--- src/rtl/dbg_regs_pkg.sv ---
// constants and carrier types for the debug port access register block
package dbg_regs_pkg;
   localparam int unsigned ADDR_W = 4;
   localparam int unsigned DATA_W = 8;

   // register offsets
   localparam logic [3:0] OFF_PHY_CONTROL_B        = 4'h3;
   localparam logic [3:0] OFF_KEY_STATUS           = 4'h7;
   localparam logic [3:0] OFF_SYSTEM_RESET_REQUEST = 4'h8;
   localparam logic [3:0] OFF_PORT_CLOCK_CONTROL   = 4'h9;
   localparam logic [3:0] OFF_SYSTEM_CONTROL       = 4'hA;
   localparam logic [3:0] OFF_SYSTEM_STATUS        = 4'hB;
   localparam logic [3:0] OFF_MEMORY_CHECK_STATUS  = 4'hC;

   // field positions
   localparam int unsigned BIT_NEGATIVE_ACK_DISABLE      = 4;
   localparam int unsigned BIT_CONTENTION_DETECT_DISABLE = 3;
   localparam int unsigned BIT_PORT_DISABLE              = 2;
   localparam int unsigned BIT_USER_ROW_KEY_ACTIVE       = 5;
   localparam int unsigned BIT_MEMORY_PROGRAM_KEY        = 4;
   localparam int unsigned BIT_FULL_ERASE_KEY            = 3;
   localparam int unsigned BIT_RESET_HELD                = 0;
   localparam int unsigned BIT_USER_ROW_DONE             = 1;
   localparam int unsigned BIT_SYSTEM_CLOCK_REQUEST      = 0;
   localparam int unsigned BIT_SYSTEM_RESET_ACTIVE       = 5;
   localparam int unsigned BIT_SYSTEM_ASLEEP             = 4;
   localparam int unsigned BIT_MEMORY_PROGRAM_READY      = 3;
   localparam int unsigned BIT_USER_ROW_PROGRAM_READY    = 2;
   localparam int unsigned BIT_DEVICE_LOCKED             = 0;

   // values
   localparam logic [7:0] SYSTEM_RESET_REQUEST_CODE = 8'h59;
   localparam logic [7:0] DATA_ZERO                 = 8'h00;

   typedef enum logic [1:0] {
      CLK_SEL_RESERVED = 2'b00,
      CLK_SEL_16MHZ    = 2'b01,
      CLK_SEL_8MHZ     = 2'b10,
      CLK_SEL_4MHZ     = 2'b11
   } port_clock_select_t;

   typedef enum logic [2:0] {
      CHECK_OFF     = 3'b000,
      CHECK_BUSY    = 3'b001,
      CHECK_PASS    = 3'b010,
      CHECK_FAIL    = 3'b100
   } memory_check_t;

   // register access request from the link layer
   typedef struct packed {
      logic              wr;
      logic              rd;
      logic [3:0]        addr;
      logic [7:0]        wdata;
   } reg_req_t;

   // system domain status inputs
   typedef struct packed {
      logic              in_reset;
      logic              asleep;
      logic              locked;
      logic              program_ready;
      logic              user_row_ready;
      logic              check_enabled;
      logic              check_done;
      logic              check_failed;
   } sys_status_t;

   // key activity events from the key decoder
   typedef struct packed {
      logic              user_row_key_set;
      logic              memory_program_key_set;
      logic              full_erase_key_set;
      logic              program_done;
      logic              erase_done;
   } key_events_t;
endpackage : dbg_regs_pkg

--- src/rtl/debug_port_access_regs.sv ---
// access layer control and status registers of the single-wire debug port
`timescale 1ns/100ps

// Notes on behaviour
// - nack disable suppresses reset-abort negative acknowledge
// - contention disable stops line collision detection
// - port disable resets port, configuration, keys
// - user row key bit mirrors key
// - program key bit clears after programming
// - erase key bit clears after erase
// - writing 0x59 holds system reset
// - other value releases held system reset
// - reset register reads held state bit zero
// - system reset leaves port logic untouched
// - clock select codes, default 4 MHz
// - user row done starts flash programming
// - user row done writable only with key
// - clock request bit keeps system clock on
// - clock request set on enable, cleared disable
// - reset active bit sticky, clears on read
// - asleep bit shows idle or deeper sleep
// - program ready bit; debugger resets after
// - user row ready bit; debugger writes done
// - locked bit until erase clears lock
// - memory check status one-hot encoded
// - registers reached only through the link
module debug_port_access_regs
   import dbg_regs_pkg::*;
(
   // clock and reset
   input  wire logic        clk_i,
   input  wire logic        rst_n_i,
   // register access from the link instruction decoder only
   input  wire reg_req_t    req_i,
   output logic [7:0]       rdata_o,
   output logic             rvalid_o,
   // port enable events (fuse or high-voltage entry)
   input  wire logic        port_enable_i,
   // key decoder and system domain
   input  wire key_events_t key_i,
   input  wire sys_status_t sys_i,
   // controls toward the physical layer and system
   output logic             negative_ack_disable_o,
   output logic             contention_detect_disable_o,
   output logic             port_reset_o,
   output logic [1:0]       port_clock_select_o,
   output logic             system_reset_o,
   output logic             system_clock_request_o,
   output logic             user_row_done_o
);

   logic        negative_ack_disable;
   logic        contention_detect_disable;
   logic        user_row_key_active;
   logic        memory_program_key;
   logic        full_erase_key;
   logic        reset_held;
   port_clock_select_t port_clock_select;
   logic        system_clock_request;
   logic        system_reset_active;
   logic        port_reset;
   logic        user_row_done;
   logic [7:0]  next_rdata;

   logic wr_phy;
   logic wr_rst;
   logic wr_clk;
   logic wr_sys;
   logic rd_status;
   logic disable_now;

   // decode; only the link request port reaches these registers
   assign wr_phy    = req_i.wr && (req_i.addr == OFF_PHY_CONTROL_B);
   assign wr_rst    = req_i.wr && (req_i.addr == OFF_SYSTEM_RESET_REQUEST);
   assign wr_clk    = req_i.wr && (req_i.addr == OFF_PORT_CLOCK_CONTROL);
   assign wr_sys    = req_i.wr && (req_i.addr == OFF_SYSTEM_CONTROL);
   assign rd_status = req_i.rd && (req_i.addr == OFF_SYSTEM_STATUS);
   assign disable_now = wr_phy && req_i.wdata[BIT_PORT_DISABLE];

   // physical layer configuration; port disable wipes it
   always_ff @(posedge clk_i or negedge rst_n_i)
   begin
      if (!rst_n_i)
      begin
         negative_ack_disable      <= 1'b0;
         contention_detect_disable <= 1'b0;
      end
      else if (disable_now)
      begin
         negative_ack_disable      <= 1'b0;
         contention_detect_disable <= 1'b0;
      end
      else if (wr_phy)
      begin
         negative_ack_disable      <= req_i.wdata[BIT_NEGATIVE_ACK_DISABLE];
         contention_detect_disable <= req_i.wdata[BIT_CONTENTION_DETECT_DISABLE];
      end
   end

   // one-cycle port reset pulse on disable
   always_ff @(posedge clk_i or negedge rst_n_i)
   begin
      if (!rst_n_i)
         port_reset <= 1'b0;
      else
         port_reset <= disable_now;
   end

   // keys: set by decoder, cleared by disable; program and erase keys also by sequence end
   always_ff @(posedge clk_i or negedge rst_n_i)
   begin
      if (!rst_n_i)
      begin
         user_row_key_active <= 1'b0;
         memory_program_key  <= 1'b0;
         full_erase_key      <= 1'b0;
      end
      else if (disable_now)
      begin
         user_row_key_active <= 1'b0;
         memory_program_key  <= 1'b0;
         full_erase_key      <= 1'b0;
      end
      else
      begin
         user_row_key_active <= user_row_key_active || key_i.user_row_key_set;
         // a fresh key wins over a done in the same cycle
         memory_program_key  <= key_i.memory_program_key_set ||
                                (memory_program_key && !key_i.program_done);
         full_erase_key      <= key_i.full_erase_key_set ||
                                (full_erase_key && !key_i.erase_done);
      end
   end

   // reset request; runs on the port reset only, not the system one
   always_ff @(posedge clk_i or negedge rst_n_i)
   begin
      if (!rst_n_i)
         reset_held <= 1'b0;
      else if (wr_rst)
         reset_held <= (req_i.wdata == SYSTEM_RESET_REQUEST_CODE);
   end

   // port clock select; reserved code written is ignored
   always_ff @(posedge clk_i or negedge rst_n_i)
   begin
      if (!rst_n_i)
         port_clock_select <= CLK_SEL_4MHZ;
      else if (disable_now || port_enable_i)
         port_clock_select <= CLK_SEL_4MHZ;
      else if (wr_clk && (req_i.wdata[1:0] != CLK_SEL_RESERVED))
         port_clock_select <= port_clock_select_t'(req_i.wdata[1:0]);
   end

   // system clock request
   always_ff @(posedge clk_i or negedge rst_n_i)
   begin
      if (!rst_n_i)
         system_clock_request <= 1'b0;
      else if (disable_now)
         system_clock_request <= 1'b0;
      else if (port_enable_i)
         system_clock_request <= 1'b1;
      else if (wr_sys)
         system_clock_request <= req_i.wdata[BIT_SYSTEM_CLOCK_REQUEST];
   end

   // user row done pulse, gated by the decoded key
   always_ff @(posedge clk_i or negedge rst_n_i)
   begin
      if (!rst_n_i)
         user_row_done <= 1'b0;
      else
         user_row_done <= wr_sys && user_row_key_active && req_i.wdata[BIT_USER_ROW_DONE];
   end

   // sticky reset active; a reset seen during the clearing read still wins
   always_ff @(posedge clk_i or negedge rst_n_i)
   begin
      if (!rst_n_i)
         system_reset_active <= 1'b0;
      else if (sys_i.in_reset || reset_held)
         system_reset_active <= 1'b1;
      else if (rd_status)
         system_reset_active <= 1'b0;
   end

   // read mux; unlisted offsets and reserved bits return zero
   always_comb
   begin
      next_rdata = DATA_ZERO;
      if (req_i.addr == OFF_PHY_CONTROL_B)
      begin
         next_rdata[BIT_NEGATIVE_ACK_DISABLE]      = negative_ack_disable;
         next_rdata[BIT_CONTENTION_DETECT_DISABLE] = contention_detect_disable;
      end
      else if (req_i.addr == OFF_KEY_STATUS)
      begin
         next_rdata[BIT_USER_ROW_KEY_ACTIVE] = user_row_key_active;
         next_rdata[BIT_MEMORY_PROGRAM_KEY]  = memory_program_key;
         next_rdata[BIT_FULL_ERASE_KEY]      = full_erase_key;
      end
      else if (req_i.addr == OFF_SYSTEM_RESET_REQUEST)
         next_rdata[BIT_RESET_HELD] = reset_held;
      else if (req_i.addr == OFF_PORT_CLOCK_CONTROL)
         next_rdata[1:0] = port_clock_select;
      else if (req_i.addr == OFF_SYSTEM_CONTROL)
         next_rdata[BIT_SYSTEM_CLOCK_REQUEST] = system_clock_request;
      else if (req_i.addr == OFF_SYSTEM_STATUS)
      begin
         next_rdata[BIT_SYSTEM_RESET_ACTIVE]    = system_reset_active || sys_i.in_reset || reset_held;
         next_rdata[BIT_SYSTEM_ASLEEP]          = sys_i.asleep;
         next_rdata[BIT_MEMORY_PROGRAM_READY]   = sys_i.program_ready;
         next_rdata[BIT_USER_ROW_PROGRAM_READY] = sys_i.user_row_ready;
         next_rdata[BIT_DEVICE_LOCKED]          = sys_i.locked;
      end
      else if (req_i.addr == OFF_MEMORY_CHECK_STATUS)
      begin
         // one-hot; a fail beats a pass if both are seen
         if (!sys_i.check_enabled)
            next_rdata[2:0] = CHECK_OFF;
         else if (!sys_i.check_done)
            next_rdata[2:0] = CHECK_BUSY;
         else if (sys_i.check_failed)
            next_rdata[2:0] = CHECK_FAIL;
         else
            next_rdata[2:0] = CHECK_PASS;
      end
   end

   // read data registered, valid one cycle after the read strobe
   always_ff @(posedge clk_i or negedge rst_n_i)
   begin
      if (!rst_n_i)
      begin
         rdata_o  <= DATA_ZERO;
         rvalid_o <= 1'b0;
      end
      else
      begin
         rvalid_o <= req_i.rd;
         if (req_i.rd)
            rdata_o <= next_rdata;
      end
   end

   // output registers
   always_ff @(posedge clk_i or negedge rst_n_i)
   begin
      if (!rst_n_i)
      begin
         negative_ack_disable_o      <= 1'b0;
         contention_detect_disable_o <= 1'b0;
         port_reset_o                <= 1'b0;
         port_clock_select_o         <= CLK_SEL_4MHZ;
         system_reset_o              <= 1'b0;
         system_clock_request_o      <= 1'b0;
         user_row_done_o             <= 1'b0;
      end
      else
      begin
         negative_ack_disable_o      <= negative_ack_disable;
         contention_detect_disable_o <= contention_detect_disable;
         port_reset_o                <= port_reset;
         port_clock_select_o         <= port_clock_select;
         system_reset_o              <= reset_held;
         system_clock_request_o      <= system_clock_request;
         user_row_done_o             <= user_row_done;
      end
   end

endmodule : debug_port_access_regs

--- config.mk ---
export PLATFORM = sky130hd
export DESIGN_NAME = debug_port_access_regs
export DESIGN_NICKNAME = d
export VERILOG_FILES = /design/src/rtl/dbg_regs_pkg.sv /design/src/rtl/debug_port_access_regs.sv
export SDC_FILE = /design/constraint.sdc
export NUM_CORES = 1
export LEC_CHECK = 0
export ABC_AREA = 1
export BUFFER_PORTS_ARGS = -buffer_cell sky130_fd_sc_hd__buf_2
export CAP_MARGIN = 20
export CORE_MARGIN = 2
export CORE_UTILIZATION = 51
export DETAILED_ROUTE_END_ITERATION = 10
export HOLD_SLACK_MARGIN = 0.08
export PLACE_DENSITY = 0.85
export RECOVER_POWER = 25
export SLEW_MARGIN = 0
export SYNTH_ARGS = -nofsm -noshare
export SYNTH_HDL_FRONTEND = slang
export SYNTH_SLANG_ARGS = --single-unit
--- constraint.sdc ---
create_clock -name clk_i -period 2.05 [get_ports clk_i]
set_input_delay 0.205 -clock clk_i [delete_from_list [all_inputs] [get_ports clk_i]]
set_output_delay 0.205 -clock clk_i [all_outputs]
set_load 0.02 [all_outputs]
# Yosys cells after proc, flatten, opt, wreduce, memory -nomap -nowiden
# Index checks and enable logic that the tools add are counted.
# totals
register_bits	27
input_bits	30
output_inout_bits	17
word_cells	96
# classes
n_eq_ne	8
mux	43
reduce_logical	25
# ops
op	n
$mux W3	14
$mux W5	6
$eq A4 B4 Y1 const B	5
$mux W1	18
$logic_and A1 B1 Y1	11
$eq A8 B7 Y1 const B	1
$mux W2	4
$reduce_bool A2 Y1	4
$logic_or A1 B1 Y1	7
$eq A4 B2 Y1 const B	1
$eq A4 B3 Y1 const B	1
$mux W4	1
$reduce_bool A3 Y1	1
$logic_not A1 Y1	2

# Longest topological paths before layout
# Gate-level depths: netlist of the first run.
# logic_depth
word_depth	20
ltp_mapped	8
depth_no_buf	8

# Least setup slack after synthesis of the first run
# Ideal clock, no wire load.
# synth_timing
kind	register to register
startpoint	reg port_clock_select[1]
endpoint	reg rdata_o[1]
setup_ns	0.065
arrival_ns	0.783
required_time_ns	1.985
setup_slack_ns	1.202
path_stages_with_launch	5
path_buffers	0
period_less_slack_ns	0.848
cell_sequence	dfstp_2 > inv_1 > o21ai_0 > nand2_1 > nand2_1
# synth_between
elab_chain_len	4
# synth_lines
element	line	rtl
from (decl)	debug_port_access_regs.sv:58	port_clock_select_t port_clock_select;
from (signal assigned)	debug_port_access_regs.sv:152	port_clock_select <= port_clock_select_t'(req_i.wdata[1:0]);
$mux W2	debug_port_access_regs.sv:205	else if (req_i.addr == OFF_PORT_CLOCK_CONTROL)
$mux W5	debug_port_access_regs.sv:203	else if (req_i.addr == OFF_SYSTEM_RESET_REQUEST)
$mux W3	debug_port_access_regs.sv:197	else if (req_i.addr == OFF_KEY_STATUS)
$mux W3	debug_port_access_regs.sv:192	if (req_i.addr == OFF_PHY_CONTROL_B)
to (signal assigned)	debug_port_access_regs.sv:243	rdata_o <= next_rdata;
to (decl)	debug_port_access_regs.sv:35	output logic [7:0] rdata_o,
# No other way between the ends.
# A chain may end at the register's enable or synchronous reset.

==> run_results.csv, run 1 <==
group,metric,value,unit
setup_path,critPathMaxFanout,8,
sta,worst_slack,755,ps
clock_network,path_clk_slew,140,ps
sta,finalSetupTns,0,ps
clock_network,tritoncts,"done",
setup_path,path_class,"in -> reg",
sta,clock_skew,1.11,ps
outcome,status,"finished, final reports clean",
power_and_ir_drop,intPower,687,uW
clock_network,cts_resized,0,
synth,async_reset_ff_frac,1.00,
synth,synth_area_leaders,"dfrtp_1 47%, nand2_1 14%, dfstp_2 8.6%",
cells_and_area,syn2layout_area_growth,23.1,%
clock_network,htree_levels,1,
synth,yosys_warnings,0,
power_and_ir_drop,switching_power,256,uW
setup_path,crit_path_end_kind,"flop",
power_and_ir_drop,vdd_drop_max,0.440,mV
sta,fin_crit_sh,0.632,
cells_and_area,top_regs,"rdata_o: 6 flops, port_clock_select: 2 flops, port_clock_select_o: 2 flops",
clock_network,cts.sinks,27,
hold_path,hp-start,"req_i[1]",
setup_path,cp_slowest_stage_delay,520,ps
floorplanning,core_area,2230,um^2
clock_network,root_buffer,"clkbuf_4",
sta,fmax,772,MHz
detailed_routing,drt_wl_total,2450,um
synth,yosysTopAreaCellShare,0.472,
sta,grt_setup_unrepaired,"no",
hold_path,min_path_type,"in -> reg",
global_routing,track_usage,0.194,
synth,syn_avg_cell_area,8.58,um^2
floorplanning,initial_core_util,0.546,
setup_path,worstPathRequired,2330,ps
floorplanning,dieWidth,52.9,um
floorplanning,io_pins,47,
cells_and_area,final_nets,223,
detailed_routing,dr.pass1.iters,4,
synth,syn_inst,142,
setup_path,ff2ff_setup_slack,1080,ps
power_and_ir_drop,power_density,629,nW/um^2
setup_path,crit_slowest_cell,"dlygate4sd3_1",
synth,synth_top_cell_by_area,"dfrtp_1",
synth,ys_types,21,
detailed_routing,dr.first_iter.drc_count,11,
sta,setup_viol,0,
global_routing,antenna_found_initial,0,
clock_network,clock_latency,320,ps
sta,finalHoldViolations,0,
cells_and_area,largest_reg_flops,6,
cells_and_area,regMostFlops,"rdata_o",
floorplanning,rows,17,
place,gp_congestion,0.808,
place,dp_slack,904,ps
cells_and_area,drive_gt1_frac,0.286,
sta,fin_crit,1290,ps
detailed_routing,wire_per_inst,11.2,um
synth,synth_edf_count,0,
detailed_routing,route.detailed.drc,0,
detailed_routing,vias_per_cell,4.89,
setup_path,worstRegToRegCells,4,
synth,synth_common_cells,"47 x nand2_1, 23 x dfrtp_1, 15 x nor2_1",
detailed_routing,vias,1075,
hold_path,worstHoldEndpoint,"user_row_done",
global_routing,gr-total-overflow,0,
setup_path,reg2reg_from,"port_clock_select[1]",
global_routing,grt_max_degree,28,
place,io_buffers,44,
global_routing,grt_pass1_wl,3920,um
global_routing,grt_pass1_vias,991,
synth,synth.most_common_cell,"nand2_1",
hold_path,hold_depth,3,
synth,synth_seq_area_share,0.559,
setup_path,r2r_end,"rdata_o[1]",
place,dp_hpwl,1950,um
power_and_ir_drop,power,944,uW
power_and_ir_drop,switching_share,0.271,
synth,syn_area,1220,um^2
run,drv_cap,0,
clock_network,clock_path_buffers,2,
synth,ys.flop_type,"dfrtp_1",
sta,relSlewSlack,0.621,
cells_and_area,n_antenna_cell,0,
floorplanning,die_h,52.9,um
floorplanning,dieArea,2800,um^2
setup_path,cp.arrival,1570,ps
power_and_ir_drop,combPwrFrac,0.155,
power_and_ir_drop,p_seq_frac,0.608,
setup_path,path_cells,"dlygate4sd3_1 > clkbuf_1 > inv_1 > nor2_1 > o21ai_0 > inv_1 > nand2_1 > nand2_1",
cells_and_area,post-route-util,0.672,
sta,worst_pin_slew,569,ps
detailed_routing,antenna_left,0,
sta,hold_ws,104,ps
synth,ys_ff_latch,27,
clock_network,cts_buffers,3,
power_and_ir_drop,clock_power_share,0.237,
power_and_ir_drop,p_leak,0.831,nW
sta,report.final.slew_viol_count,0,
setup_path,start_kind,"input port",
## per-layer routing
| layer | vias to the layer above | GRT usage | part of all wire |
|---|---|---|---|
| li1 | 547 | - | - |
| met1 | 492 | 0.215 | 0.43 |
| met2 | 32 | 0.350 | 0.49 |
| met3 | 4 | 0.0367 | 0.066 |
| met4 | 0 | 0.0983 | 0.014 |
| met5 | - | 0 | 0 |
## per-stage QoR
step                      instance area (um^2)  cells
after global placement                    1460    213
after floorplan                           1220    143
after CTS                                 1520    220
final                                     1500    220
after global routing                      1500    220
after detailed placement                  1460    213
## timing repair
item                                    in CTS  in global routing
buffers inserted                             0                  0
endpoints found under the hold margin       25                  0
endpoints found under the setup margin       0                  0
hold buffers                                 3                  0
## power groups by stage
stage	Sequential, mW	Clock, mW	Combinational [mW]
finish	0.574	0.223	0.146
global route	0.577	0.255	0.164
CTS	0.575	0.236	0.152
detailed placement	0.584	0	0.147
global placement	0.583	0	0.143
floorplan	0.602	0	0.0566
## cell type report
cell class                 instances  area [um^2]
multi-input combinational         98          449
sequential                        27          681
timing repair buffer              47          248
fill                             206          733
clock inverter                     1         5.00
clock buffer                       3         22.5
tap                               28         35.0
inverter                          16         60.1
## cells in the final DEF (no fill, tap or decap), types with 3 or more instances in the layout
| cell | Yosys | layout |
|---|---|---|
| o211ai_1 | 3 | 3 |
| nand2_1 | 47 | 48 |
| nor2_1 | 15 | 17 |
| dfrtp_1 | 23 | 23 |
| clkbuf_4 | 0 | 3 |
| o21ai_0 | 7 | 7 |
| a21oi_1 | 3 | 3 |
| buf_2 | 0 | 42 |
| inv_1 | 14 | 14 |
| dlygate4sd3_1 | 0 | 3 |
| nand3_1 | 7 | 7 |
| nand4_1 | 3 | 3 |
## critical path: cells and delay by family
kind	cells	cell delay [ps]
compound gates	1	90
buf+inv	4	1050
simple gates	3	230
## cells by family (layout without fill, tap and decap cells)
family / Yosys count / after routing / share of synthesized area
and+or+nand+nor: 82 / 82 / 0.311
DFF: 27 / 27 / 0.559
buffers and inverters: 18 / 67 / 0.0616
AOI/OAI and AO/OA: 14 / 14 / 0.0657
other: 1 / 2 / 0.00308
## how the worst max path moves through the flow
stage | startpoint | endpoint | slack (ps) | cells after the start
after floorplan | port_clock_select[1] | rdata_o[1] | 1200 | 4
after global placement | req_i[10] | rdata_o[3] | 940 | 8
after detailed placement | req_i[10] | rdata_o[3] | 900 | 8
after CTS | port_clock_select_o[0] | port_clock_select_o[0] | 820 | 1
after global routing | req_i[8] | port_clock_select[0] | 620 | 7
final | req_i[12] | rdata_o[0] | 760 | 8
Power figures use the tool's default switching activity.
==> run 2: changes to the inputs <==
--- a/config.mk
+++ b/config.mk
@@ -9,10 +9,10 @@
 export BUFFER_PORTS_ARGS = -buffer_cell sky130_fd_sc_hd__buf_2
 export CAP_MARGIN = 20
 export CORE_MARGIN = 2
-export CORE_UTILIZATION = 51
+export CORE_UTILIZATION = 43
 export DETAILED_ROUTE_END_ITERATION = 10
 export HOLD_SLACK_MARGIN = 0.08
-export PLACE_DENSITY = 0.85
+export PLACE_DENSITY = 0.77
 export RECOVER_POWER = 25
 export SLEW_MARGIN = 0
 export SYNTH_ARGS = -nofsm -noshare
==> constraint.sdc (replaced) <==
create_clock -name clk_i -period 1.12 [get_ports clk_i]
set_input_delay 0.112 -clock clk_i [delete_from_list [all_inputs] [get_ports clk_i]]
set_output_delay 0.112 -clock clk_i [all_outputs]
set_load 0.02 [all_outputs]
==> run 2 against run 1 <==
Against the previous run:
- register-to-register slack worse by 990 ps
- worst setup slack worse by 750 ps
- clock skew down 0.57 ps
- critical path depth down 7
- worst hold slack worse by 21 ps
- clock power up 91%
- global-route usage down 0.75 points
- critical endpoint is now port_clock_select_o[1]
- largest power group unchanged
==> run_results.csv, run 2 (synthesis results as in run 1) <==
group,metric,value,unit
sta,setup_viol,0,
cells_and_area,drive_gt1_frac,0.296,
sta,report.final.slew_viol_count,0,
clock_network,clock_latency,330,ps
sta,clock_skew,0.541,ps
clock_network,root_buffer,"clkbuf_4",
floorplanning,dieArea,3280,um^2
setup_path,critical_path.top_delay_family,"flip-flops",
floorplanning,io_pins,47,
detailed_routing,vias,1113,
detailed_routing,dr.pass1.iters,4,
outcome,status,"finished, final reports clean",
global_routing,gr-total-overflow,0,
global_routing,grt_pass1_vias,1147,
cells_and_area,layout.cells.non_filler,234,
cells_and_area,final_nets,234,
cells_and_area,final_cell_mix,"47 x nand2_1, 39 x buf_2, 23 x dfrtp_1",
power_and_ir_drop,vdd_drop_max,0.731,mV
detailed_routing,wire_per_inst,12.2,um
run,drv_cap,0,
sta,finalSetupTns,0,ps
clock_network,cts.sinks,27,
cells_and_area,largest_reg_flops,6,
global_routing,track_usage,0.187,
detailed_routing,route.detailed.drc,0,
detailed_routing,vias_per_cell,4.76,
setup_path,path_cells,"buf_6",
place,placed_cells_incl_taps,216,
floorplanning,die_h,57.2,um
detailed_routing,dr.first_iter.drc_count,21,
cells_and_area,n_antenna_cell,0,
place,io_buffers,44,
floorplanning,initial_core_util,0.446,
clock_network,tritoncts,"done",
clock_network,htree_levels,1,
place,gp_congestion,0.783,
global_routing,antenna_found_initial,0,
power_and_ir_drop,power,1.78,mW
sta,hold_ws,83.2,ps
sta,grt_setup_unrepaired,"yes",
clock_network,post_cts_buffers,0,
place,dp_hpwl,2040,um
sta,worst_slack,2.11,ps
sta,relSlewSlack,0.560,
detailed_routing,drt_wl_total,2860,um
floorplanning,core_area,2730,um^2
cells_and_area,top_regs,"rdata_o: 6 flops, port_clock_select: 2 flops, port_clock_select_o: 2 flops",
sta,fin_crit_sh,0.998,
floorplanning,rows,19,
power_and_ir_drop,power_density,1090,nW/um^2
power_and_ir_drop,p_leak,0.887,nW
cells_and_area,regMostFlops,"rdata_o",
setup_path,crit_path_end_kind,"output port",
sta,worst_pin_slew,660,ps
setup_path,start_kind,"flop",
setup_path,critPathMaxFanout,1,
sta,fin_crit,1120,ps
global_routing,grt_pass1_wl,4690,um
clock_network,path_clk_slew,140,ps
global_routing,grt_max_degree,28,
clock_network,clock_path_buffers,2,
cells_and_area,syn2layout_area_growth,33.9,%
setup_path,ff2ff_setup_slack,90,ps
cells_and_area,post-route-util,0.597,
sta,finalHoldViolations,0,
setup_path,cp_num_buf_inv,1,
cells_and_area,final_common_cell,"nand2_1",
place,place_area,1470,um^2
cells_and_area,fin_area,1630,um^2
detailed_routing,antenna_left,0,
setup_path,worstPathRequired,1010,ps
sta,fmax,895,MHz
place,dp_slack,91.4,ps
setup_path,cp.arrival,1010,ps
hold_path,min_path_type,"in -> reg",
setup_path,crit_slowest_cell,"dfstp_2",
clock_network,cts_buffers,3,
setup_path,cp_slowest_stage_delay,560,ps
setup_path,path_class,"reg -> out",
floorplanning,dieWidth,57.2,um
[run 2: changes by cell type in the layout (fill, tap and decap cells not counted), moves of 2 or more]
cell | before | now
dlygate4sd3_1 | 3 | 14
dfstp_2 | 2 | 4
dfstp_1 | 2 | 0
buf_2 | 42 | 39
buf_6 | 0 | 2
[run 2: final timing paths]
path	from	endpoint	depth (start not counted)
worst max-delay path	port_clock_select_o[1]	port_clock_select_o[1]	1
worst min-delay path	req_i[2]	negative_ack_disable	4
worst max register to register	port_clock_select[1]	rdata_o[1]	4
worst min register to register	user_row_done	user_row_done_o	0
max in group asynchronous	rst_n_i	system_clock_request_o	2
min in group asynchronous	rst_n_i	rvalid_o	2
[run 2: cell type report]
cell class,instances,area (um^2)
fillers,253,1100
inverters,16,60.1
multi-input cells,98,454
clock inverters,1,5.00
repair buffers,58,370
clock buffers,3,22.5
flip-flops and latches,27,681
well taps,31,38.8
[run 2: routing by layer]
| layer | wire length [um] | vias up | part of all wire | GRT usage |
|---|---|---|---|---|
| met5 | 0 | - | 0 | 0 |
| met4 | 93 | 0 | 0.033 | 0.103 |
| met3 | 116 | 9 | 0.041 | 0.0340 |
| met2 | 1540 | 31 | 0.54 | 0.355 |
| met1 | 1110 | 505 | 0.39 | 0.190 |
| li1 | - | 568 | - | - |
[run 2: timing repair]
item | in CTS | in global routing
gates resized for setup | 3 | 2
hold buffers | 14 | 0
endpoints found under the hold margin | 37 | 0
endpoints found under the setup margin | 2 | 3
[run 2: power by group]
| part | switching [mW] | leakage [nW] | internal, mW |
|---|---|---|---|
| sequential | 0.0247 | 0.330 | 1.03 |
| clock | 0.291 | 0.0177 | 0.134 |
| combinational | 0.179 | 0.540 | 0.126 |
